## config.mk

```make
export PLATFORM = sky130hd
export DESIGN_NAME = timing_pin_router
export DESIGN_NICKNAME = d
export VERILOG_FILES = /design/src/shared/timing_pin_pkg.sv /design/src/timing_pin_router.sv /design/src/pin_sync.sv /design/src/pulse_stretch.sv
export SDC_FILE = /design/constraint.sdc
export NUM_CORES = 1
export LEC_CHECK = 0
export ABC_AREA = 0
export BUFFER_PORTS_ARGS = -buffer_cell sky130_fd_sc_hd__buf_2
export CAP_MARGIN = 20
export CORE_MARGIN = 4
export CORE_UTILIZATION = 57
export DETAILED_ROUTE_END_ITERATION = 10
export GPL_ROUTABILITY_DRIVEN = 0
export PLACE_DENSITY = 0.86
export SETUP_SLACK_MARGIN = 0.4
export SYNTH_ARGS = -nofsm -noshare
export SYNTH_HDL_FRONTEND = slang
export SYNTH_SLANG_ARGS = --single-unit
```

## constraint.sdc

```tcl
create_clock -name clk_i -period 4.5 [get_ports clk_i]
set_clock_uncertainty 0.2 [all_clocks]
set_input_delay 0.225 -clock clk_i [delete_from_list [all_inputs] [get_ports clk_i]]
set_output_delay 0.225 -clock clk_i [all_outputs]
set_load 0.05 [all_outputs]
```

## src/shared/timing_pin_pkg.sv

```systemverilog
// Purpose: shared constants and carriers for the timing pin router
// Assumes: 100 MHz module clock
// Notes:   pin and signal indices follow the fixed output assignment
package timing_pin_pkg;
    localparam int NUM_PINS     = 10;
    localparam int NUM_SIGS     = 13;
    localparam int NUM_DEDICATED = 5;
    localparam int SEL_W        = 4;
    localparam int CLK_PERIOD_NS = 10;

    // scan clock timing, as printed
    localparam int SCAN_DELAY_MIN_NS = 50;
    localparam int SCAN_DELAY_MAX_NS = 100;
    localparam int SCAN_WIDTH_MIN_NS = 400;
    localparam int SCAN_WIDTH_MAX_NS = 500;
    // trigger and start-of-scan output pulse width
    localparam int PULSE_MIN_NS      = 50;
    localparam int PULSE_MAX_NS      = 100;
    // least input pulse width in edge mode, kept by the source
    localparam int EDGE_MIN_NS       = 10;

    localparam int SCAN_DELAY_CYC =
        (SCAN_DELAY_MIN_NS + CLK_PERIOD_NS - 1) / CLK_PERIOD_NS;
    localparam int SCAN_WIDTH_CYC =
        (SCAN_WIDTH_MIN_NS + CLK_PERIOD_NS - 1) / CLK_PERIOD_NS;
    localparam int PULSE_CYC =
        (PULSE_MIN_NS + CLK_PERIOD_NS - 1) / CLK_PERIOD_NS;
    localparam int CNT_W = 8;

    // internal signal indices that have a fixed home pin
    localparam int SIG_ACQ_TRIGGER  = 0;
    localparam int SIG_POST_MARKER  = 1;
    localparam int SIG_CONVERT      = 2;
    localparam int SIG_SCAN_START   = 7;

    localparam logic [NUM_PINS-1:0] DRIVE_RESET = 10'h000;
    localparam logic                POL_RESET   = 1'b0;

    typedef struct packed {
        logic [NUM_SIGS-1:0]            ext_en;
        logic [NUM_SIGS-1:0]            invert;
        logic [NUM_SIGS-1:0]            edge_mode;
        logic [NUM_SIGS-1:0][SEL_W-1:0] pin_sel;
    } route_cfg_t;

    typedef struct packed {
        logic [NUM_PINS-1:0] in;
        logic [NUM_PINS-1:0] out;
        logic [NUM_PINS-1:0] oe;
    } pin_bus_t;

    typedef enum logic [2:0] {
        SC_IDLE  = 3'b001,
        SC_DELAY = 3'b010,
        SC_PULSE = 3'b100
    } scan_state_t;
endpackage

```

## src/timing_pin_router.sv

```systemverilog
// Purpose: routes timing control between function pins and internal timing signals
// Assumes: one 100 MHz clock; configuration ports held stable by software
// Notes:   acquisition sequencing itself lives outside this block
// Contract
// - ten bidirectional function pins carry external timing control
// - driven pins mirror fixed internal signals, no selectable content
// - five dedicated outputs carry the remaining timing signals
// - each of thirteen internal signals selects any pin as source
// - each pin has its own software output driver enable
// - polarity per signal; edge or level selected per signal
// - level detection adds no pulse width limits
// - scan clock leading edge 50 to 100 ns after conversion start
// - scan clock polarity is software selectable
// - scan clock pulse lasts 400 to 500 ns, only when enabled
// - supports posttriggered and pretriggered acquisition signalling
// - all pin drivers come out of reset disabled
// - edge signals react to rising or falling edge per polarity
// - trigger and scan start pin outputs are 50 to 100 ns high pulses
`timescale 1ns/1ns
`default_nettype none
module timing_pin_router
    import timing_pin_pkg::*;
(
    input  wire logic                                   clk_i,
    input  wire logic                                   rst_b_i,
    // function pin triplets
    input  wire logic [timing_pin_pkg::NUM_PINS-1:0]    function_pins_i,
    output logic      [timing_pin_pkg::NUM_PINS-1:0]    function_pins_o,
    output logic      [timing_pin_pkg::NUM_PINS-1:0]    function_pins_oe_o,
    // software configuration
    input  wire timing_pin_pkg::route_cfg_t             route_cfg_i,
    input  wire logic [timing_pin_pkg::NUM_PINS-1:0]    drive_en_i,
    input  wire logic                                   scan_clock_en_i,
    input  wire logic                                   scan_clock_invert_i,
    input  wire logic                                   pretrigger_mode_i,
    // internal timing sources and internal fixed outputs
    input  wire logic [timing_pin_pkg::NUM_SIGS-1:0]    internal_src_i,
    input  wire logic [timing_pin_pkg::NUM_PINS-1:0]    pin_out_src_i,
    input  wire logic [timing_pin_pkg::NUM_DEDICATED-1:0] dedicated_src_i,
    input  wire logic                                   acq_trigger_evt_i,
    input  wire logic                                   posttrigger_evt_i,
    input  wire logic                                   scan_start_evt_i,
    input  wire logic                                   convert_start_i,
    // results
    output logic      [timing_pin_pkg::NUM_SIGS-1:0]    timing_sig_o,
    output logic      [timing_pin_pkg::NUM_DEDICATED-1:0] dedicated_o,
    output logic                                        scan_clock_out_o
);
    import timing_pin_pkg::*;

    logic [NUM_PINS-1:0] pin_synced;
    logic [2:0]          warm_q;
    logic [2:0]          warm_d;
    logic [NUM_PINS-1:0] pin_prev_q;
    logic [NUM_PINS-1:0] pin_prev_d;
    logic [NUM_SIGS-1:0] sig_q;
    logic [NUM_SIGS-1:0] sig_d;
    logic [NUM_PINS-1:0] pin_out_q;
    logic [NUM_PINS-1:0] pin_out_d;
    logic [NUM_PINS-1:0] oe_q;
    logic [NUM_PINS-1:0] oe_d;
    logic [NUM_DEDICATED-1:0] ded_q;
    logic [NUM_DEDICATED-1:0] ded_d;
    logic                acq_trigger_pulse;
    logic                posttrigger_pulse;
    logic                scan_start_pulse;
    logic                posttrigger_gated;

    // synchronise before any detection so one edge gives one pulse
    pin_sync u_sync (
        .clk_i   (clk_i),
        .rst_b_i (rst_b_i),
        .pin_i   (function_pins_i),
        .sync_o  (pin_synced)
    );

    always_comb
    begin
        pin_prev_d = pin_synced;
        // edges wait until sync and history hold real levels: an idle-high
        // pin must not look like a fresh edge just after reset
        warm_d     = {warm_q[1:0], 1'b1};
    end

    // per signal source selection, polarity and detection
    generate
        for (genvar s = 0; s < NUM_SIGS; s++)
        begin : g_sig
            logic [SEL_W-1:0] sel;
            logic             raw_now;
            logic             raw_prev;
            logic             lvl_now;
            logic             lvl_prev;
            always_comb
            begin
                sel      = route_cfg_i.pin_sel[s];
                raw_now  = 1'b0;
                raw_prev = 1'b0;
                if (sel < SEL_W'(NUM_PINS))
                begin
                    raw_now  = pin_synced[sel];
                    raw_prev = pin_prev_q[sel];
                end
                lvl_now  = raw_now ^ route_cfg_i.invert[s];
                lvl_prev = raw_prev ^ route_cfg_i.invert[s];
                if (!route_cfg_i.ext_en[s])
                    sig_d[s] = internal_src_i[s];
                else if (route_cfg_i.edge_mode[s])
                    sig_d[s] = lvl_now & ~lvl_prev & warm_q[2];
                else
                    sig_d[s] = lvl_now;
            end
        end
    endgenerate

    // trigger and start-of-scan pin outputs are stretched pulses
    pulse_stretch #(.WIDTH(CNT_W'(PULSE_CYC))) u_trig_pulse (
        .clk_i   (clk_i),
        .rst_b_i (rst_b_i),
        .event_i (acq_trigger_evt_i),
        .pulse_o (acq_trigger_pulse)
    );

    // the post-trigger marker only exists in pretriggered runs
    assign posttrigger_gated = posttrigger_evt_i & pretrigger_mode_i;

    pulse_stretch #(.WIDTH(CNT_W'(PULSE_CYC))) u_post_pulse (
        .clk_i   (clk_i),
        .rst_b_i (rst_b_i),
        .event_i (posttrigger_gated),
        .pulse_o (posttrigger_pulse)
    );

    pulse_stretch #(.WIDTH(CNT_W'(PULSE_CYC))) u_scan_pulse (
        .clk_i   (clk_i),
        .rst_b_i (rst_b_i),
        .event_i (scan_start_evt_i),
        .pulse_o (scan_start_pulse)
    );

    // fixed pin contents: no mux, each pin mirrors its own signal
    always_comb
    begin
        pin_out_d                  = pin_out_src_i;
        pin_out_d[SIG_ACQ_TRIGGER] = acq_trigger_pulse;
        pin_out_d[SIG_POST_MARKER] = posttrigger_pulse;
        pin_out_d[SIG_SCAN_START]  = scan_start_pulse;
        oe_d                       = drive_en_i;
        ded_d                      = dedicated_src_i;
    end

    // scan clock sequencer
    scan_state_t      sc_state_q;
    scan_state_t      sc_state_d;
    logic [CNT_W-1:0] sc_cnt_q;
    logic [CNT_W-1:0] sc_cnt_d;
    logic             sc_out_q;
    logic             sc_out_d;

    always_comb
    begin
        sc_state_d = sc_state_q;
        sc_cnt_d   = sc_cnt_q;
        case (sc_state_q)
            SC_IDLE:
            begin
                if (convert_start_i && scan_clock_en_i)
                begin
                    sc_state_d = SC_DELAY;
                    sc_cnt_d   = CNT_W'(SCAN_DELAY_CYC - 1);
                end
            end
            SC_DELAY:
            begin
                if (sc_cnt_q == '0)
                begin
                    sc_state_d = SC_PULSE;
                    sc_cnt_d   = CNT_W'(SCAN_WIDTH_CYC - 1);
                end
                else
                    sc_cnt_d = sc_cnt_q - CNT_W'(1);
            end
            SC_PULSE:
            begin
                if (sc_cnt_q == '0)
                    sc_state_d = SC_IDLE;
                else
                    sc_cnt_d = sc_cnt_q - CNT_W'(1);
            end
            default:
            begin
                sc_state_d = SC_IDLE;
                sc_cnt_d   = '0;
            end
        endcase
        sc_out_d = (sc_state_d == SC_PULSE) ^ scan_clock_invert_i;
    end

    always_ff @(posedge clk_i or negedge rst_b_i)
    begin
        if (!rst_b_i)
        begin
            pin_prev_q <= '0;
            warm_q     <= '0;
            sig_q      <= '0;
            pin_out_q  <= '0;
            oe_q       <= DRIVE_RESET;
            ded_q      <= '0;
            sc_state_q <= SC_IDLE;
            sc_cnt_q   <= '0;
            sc_out_q   <= POL_RESET;
        end
        else
        begin
            pin_prev_q <= pin_prev_d;
            warm_q     <= warm_d;
            sig_q      <= sig_d;
            pin_out_q  <= pin_out_d;
            oe_q       <= oe_d;
            ded_q      <= ded_d;
            sc_state_q <= sc_state_d;
            sc_cnt_q   <= sc_cnt_d;
            sc_out_q   <= sc_out_d;
        end
    end

    // the far side must release a pin whose driver is on
    assign function_pins_o    = pin_out_q;
    assign function_pins_oe_o = oe_q;
    assign timing_sig_o       = sig_q;
    assign dedicated_o        = ded_q;
    assign scan_clock_out_o   = sc_out_q;
endmodule // timing_pin_router
`default_nettype wire

```

## src/pin_sync.sv

```systemverilog
// Purpose: two-stage synchroniser for the function pin inputs
// Assumes: pins are asynchronous to clk_i
// Notes:   first stage feeds only the second stage
`timescale 1ns/1ns
`default_nettype none
module pin_sync
    import timing_pin_pkg::*;
(
    input  wire logic                clk_i,
    input  wire logic                rst_b_i,
    input  wire logic [NUM_PINS-1:0] pin_i,
    output logic      [NUM_PINS-1:0] sync_o
);
    logic [NUM_PINS-1:0] meta_q;
    logic [NUM_PINS-1:0] meta_d;
    logic [NUM_PINS-1:0] sync_q;
    logic [NUM_PINS-1:0] sync_d;

    always_comb
    begin
        meta_d = pin_i;
        sync_d = meta_q;
    end

    always_ff @(posedge clk_i or negedge rst_b_i)
    begin
        if (!rst_b_i)
        begin
            meta_q <= '0;
            sync_q <= '0;
        end
        else
        begin
            meta_q <= meta_d;
            sync_q <= sync_d;
        end
    end

    assign sync_o = sync_q;
endmodule // pin_sync
`default_nettype wire

```

## src/pulse_stretch.sv

```systemverilog
// Purpose: turns a one-cycle event into an active-high pulse of fixed width
// Assumes: events spaced at least WIDTH cycles apart
// Notes:   an event during a pulse restarts it
`timescale 1ns/1ns
`default_nettype none
module pulse_stretch
    import timing_pin_pkg::*;
#(
    parameter logic [CNT_W-1:0] WIDTH = CNT_W'(PULSE_CYC)
)
(
    input  wire logic clk_i,
    input  wire logic rst_b_i,
    input  wire logic event_i,
    output logic      pulse_o
);
    logic [CNT_W-1:0] cnt_q;
    logic [CNT_W-1:0] cnt_d;
    logic             pulse_q;
    logic             pulse_d;

    always_comb
    begin
        cnt_d   = cnt_q;
        pulse_d = 1'b0;
        if (event_i)
        begin
            cnt_d   = WIDTH;
            pulse_d = 1'b1;
        end
        else if (cnt_q > CNT_W'(1))
        begin
            cnt_d   = cnt_q - CNT_W'(1);
            pulse_d = 1'b1;
        end
        else
        begin
            cnt_d = '0;
        end
    end

    always_ff @(posedge clk_i or negedge rst_b_i)
    begin
        if (!rst_b_i)
        begin
            cnt_q   <= '0;
            pulse_q <= 1'b0;
        end
        else
        begin
            cnt_q   <= cnt_d;
            pulse_q <= pulse_d;
        end
    end

    assign pulse_o = pulse_q;
endmodule // pulse_stretch
`default_nettype wire

```

==> results.yml <==
cells_and_area:
  nFillCells: 757
  drive_gt1_frac: 0.272
  nNetsFinal: 1026
  final_cells: 1020
  area_growth_pct: 28.8
  final_area_um2: 8660
  fin_util: 0.755
worst_setup_path:
  path_max_fanout: 13
  reg2reg_slack_ns: 1.45
  r2r_end: "timing_sig_o[4]"
  required_ns: 4.53
  worstSetupEndpointType: "register"
  path_class: "reg -> reg"
  arrival_ns: 3.08
  startpoint_type: "register"
  r2r_start: "pin_prev_q[7]"
  reg2reg_depth: 6
synth:
  synth-simple-area-share: 0.162
  synth-seq-area-share: 0.410
  synth_top_area_frac: 0.406
  synth_commonest_cells: "mux2i_1 (117), dfrtp_1 (109), nor2_1 (76)"
  synth-adder-area-share: 0.0130
  synth_edf_count: 0
  synth_compound_area_frac: 0.130
  synth_xor_xnor_area_share: 0.0287
  synthCells: 650
  synthMuxAreaShare: 0.225
  synth_ff_type: "dfrtp_1"
  synth_area_per_cell_um2: 10.3
  synthArstFlopShare: 1.00
  ys_warn_count: 0
  syn_nets: 805
  synth_top_family_by_area: "multiplexers"
  synth_area_um2: 6720
  ys_ff_latch: 110
  yosysTopAreaCell: "dfrtp_1"
  ys_types: 53
  yosysMostFrequentCell: "mux2i_1"
  synth.area.top_cells: "dfrtp_1 (41%), mux2i_1 (17%), nor2_1 (4.2%)"
clocking:
  cts.repair.resized: 0
  cts_tree: "done"
  cts_max_level: 3
  cts_sinks: 110
  ctsHoldBuffers: 65
  clock_path_buffers: 2
  clock_latency_ns: 0.35
  clkSlewWorstSetupHoldPaths_ns: 0.07
  root_buffer: "clkbuf_16"
  post-cts-setup-buffers: 0
  cts_buffers: 9
global_routing:
  grtUsageTotal: 0.309
  grt-ovfl-total: 0
  grt_pass1_wl_um: 32700
  grt_max_degree: 69
  antenna_found_initial: 0
  grt_pass1_vias: 6634
floorplanning:
  core.rowCount: 39
  io_pins: 187
  die_area_um2: 13600
  die_h_um: 117
  core_area_um2: 11500
  start_util: 0.586
  die_width_um: 117
routing:
  first_iter_violations: 525
  ant_nets: 0
  viasPerCell: 6.27
  drc: 0
  num_vias: 6400
  wire_per_inst_um: 20.4
  routed_wl_um: 20800
  drt-pass1-iter-count: 5
timing:
  fin_crit_sh: 0.677
  worst_pin_slew_ns: 0.864
  fin_tns_setup_ns: 0
  max-slew-margin-rel: 0.424
  fmax_mhz: 328
  grt_setup_unrepaired: "false"
  slew_violations: 0
  finalCriticalPeriod_ns: 3.05
  final-hold-violation-count: 0
  setup_viol: 0
power_and_ir_drop:
  p_total_mw: 3.35
  pwr_density_cell_nw_per_um2: 386
  peakVddDrop_mv: 0.328
  p_leak_nw: 4.03
placement:
  io_buffers: 183
  dp.cells: 937
  dp_hpwl_um: 13300
  place_area_um2: 7660
min_path:
  hp-start: "scan_clock_en_i"
  min_delay_path_depth: 5
  hold_end: "sc_state_q[1]"
  hold_class: "in -> reg"
job:
  drv_cap: 0
outcome:
  run_status: "finished clean"
[routing by layer]
layer,vias up,routed length [µm],track usage
met4,0,693,0.132
met1,3089,7690,0.362
met5,-,0,0
met3,72,2020,0.0658
li1,2874,-,-
met2,365,10400,0.547
[critical path: stages, from the launching register on]
cell,delay (ns)
dfrtp_1,0.61
mux4_2,0.55
mux2_2,0.30
and3_1,0.17
o311ai_0,0.36
nand3_1,0.15
dlygate4sd3_1,0.59
[sequential cells by signal (all words and copies together) (netlist names), 3 cells and up]
signal,cells
u_scan_pulse.cnt_q,8
u_post_pulse.cnt_q,8
sc_state_q,3
sc_cnt_q,8
u_trig_pulse.cnt_q,8
dedicated_o,5
u_sync.sync_o,10
pin_prev_q,10
function_pins_o,10
warm_q,3
u_sync.meta_q,10
function_pins_oe_o,10
timing_sig_o,13
[cells by family (layout without fill, tap and decap cells)]
| logic type | count (synthesis) | count (layout) |
|---|---|---|
| flops | 110 | 110 |
| buf+inv | 53 | 278 |
| other cells | 1 | 3 |
| fa+ha+maj | 7 | 7 |
| mux | 137 | 137 |
| simple gates | 204 | 204 |
| compound gates | 116 | 116 |
| xor+xnor | 22 | 22 |
[worst max-delay path by stage]
stage / start / end / cells after the start
floorplan: sc_cnt_q[0] / sc_cnt_q[0] / 8
global placement: sc_cnt_q[0] / sc_cnt_q[2] / 7
detailed placement: sc_cnt_q[0] / sc_cnt_q[2] / 7
CTS: sc_cnt_q[0] / sc_cnt_q[2] / 7
global route: pin_prev_q[7] / timing_sig_o[4] / 6
finish: pin_prev_q[7] / timing_sig_o[4] / 6
[per-stage QoR]
step           hold slack, ns  setup WS, ns
2_1_floorplan          -0.271          1.93
3_3_place_gp            0.132          1.49
3_5_place_dp            0.134          1.31
4_1_cts                0.0936          1.33
5_1_grt                 0.156          1.42
6_report                0.107          1.45
[final cells by class]
cell class                      instances  area, µm²  share of cell area
Tap cell                              143        179              0.0207
Inverter                               13       48.8             0.00564
Sequential cell                       110       2750               0.318
Multi-Input combinational cell        487       3750               0.434
Timing Repair Buffer                  250       1580               0.183
Antenna cell                            2       5.00            0.000578
Clock buffer                           10        229              0.0264
Clock inverter                          5        108              0.0124
[report_power, final]
group          total (mW)  leakage, nW  switching [mW]  internal (mW)
logic                1.11         2.55           0.632          0.480
registers            1.33         1.31           0.184           1.14
clock network       0.906        0.163           0.361          0.545
[cell usage in the layout (no fill, tap or decap), types with 8 or more instances in the layout]
master         Yosys  layout
dlygate4sd3_1      0      65
o22ai_1           18      18
xnor2_1           12      12
dfrtp_1          109     109
clkbuf_16          0       9
o31ai_1           11      11
nand2b_1          27      27
nor2b_1           10      10
nor2_1            76      76
nand4_1           11      11
buf_2             11     182
xor2_1            10      10
mux2_2            10      10
or4_1             12      12
mux2i_1          117     117
a41oi_1           10      10
o21ai_0           13      13
inv_1             13      13
nand2_1           14      14
nor3_1             8       8
o221ai_1          20      20
or2_2             15      15
mux4_2            10      10
o31a_1            10      10
(Power assumes the default switching activity.)
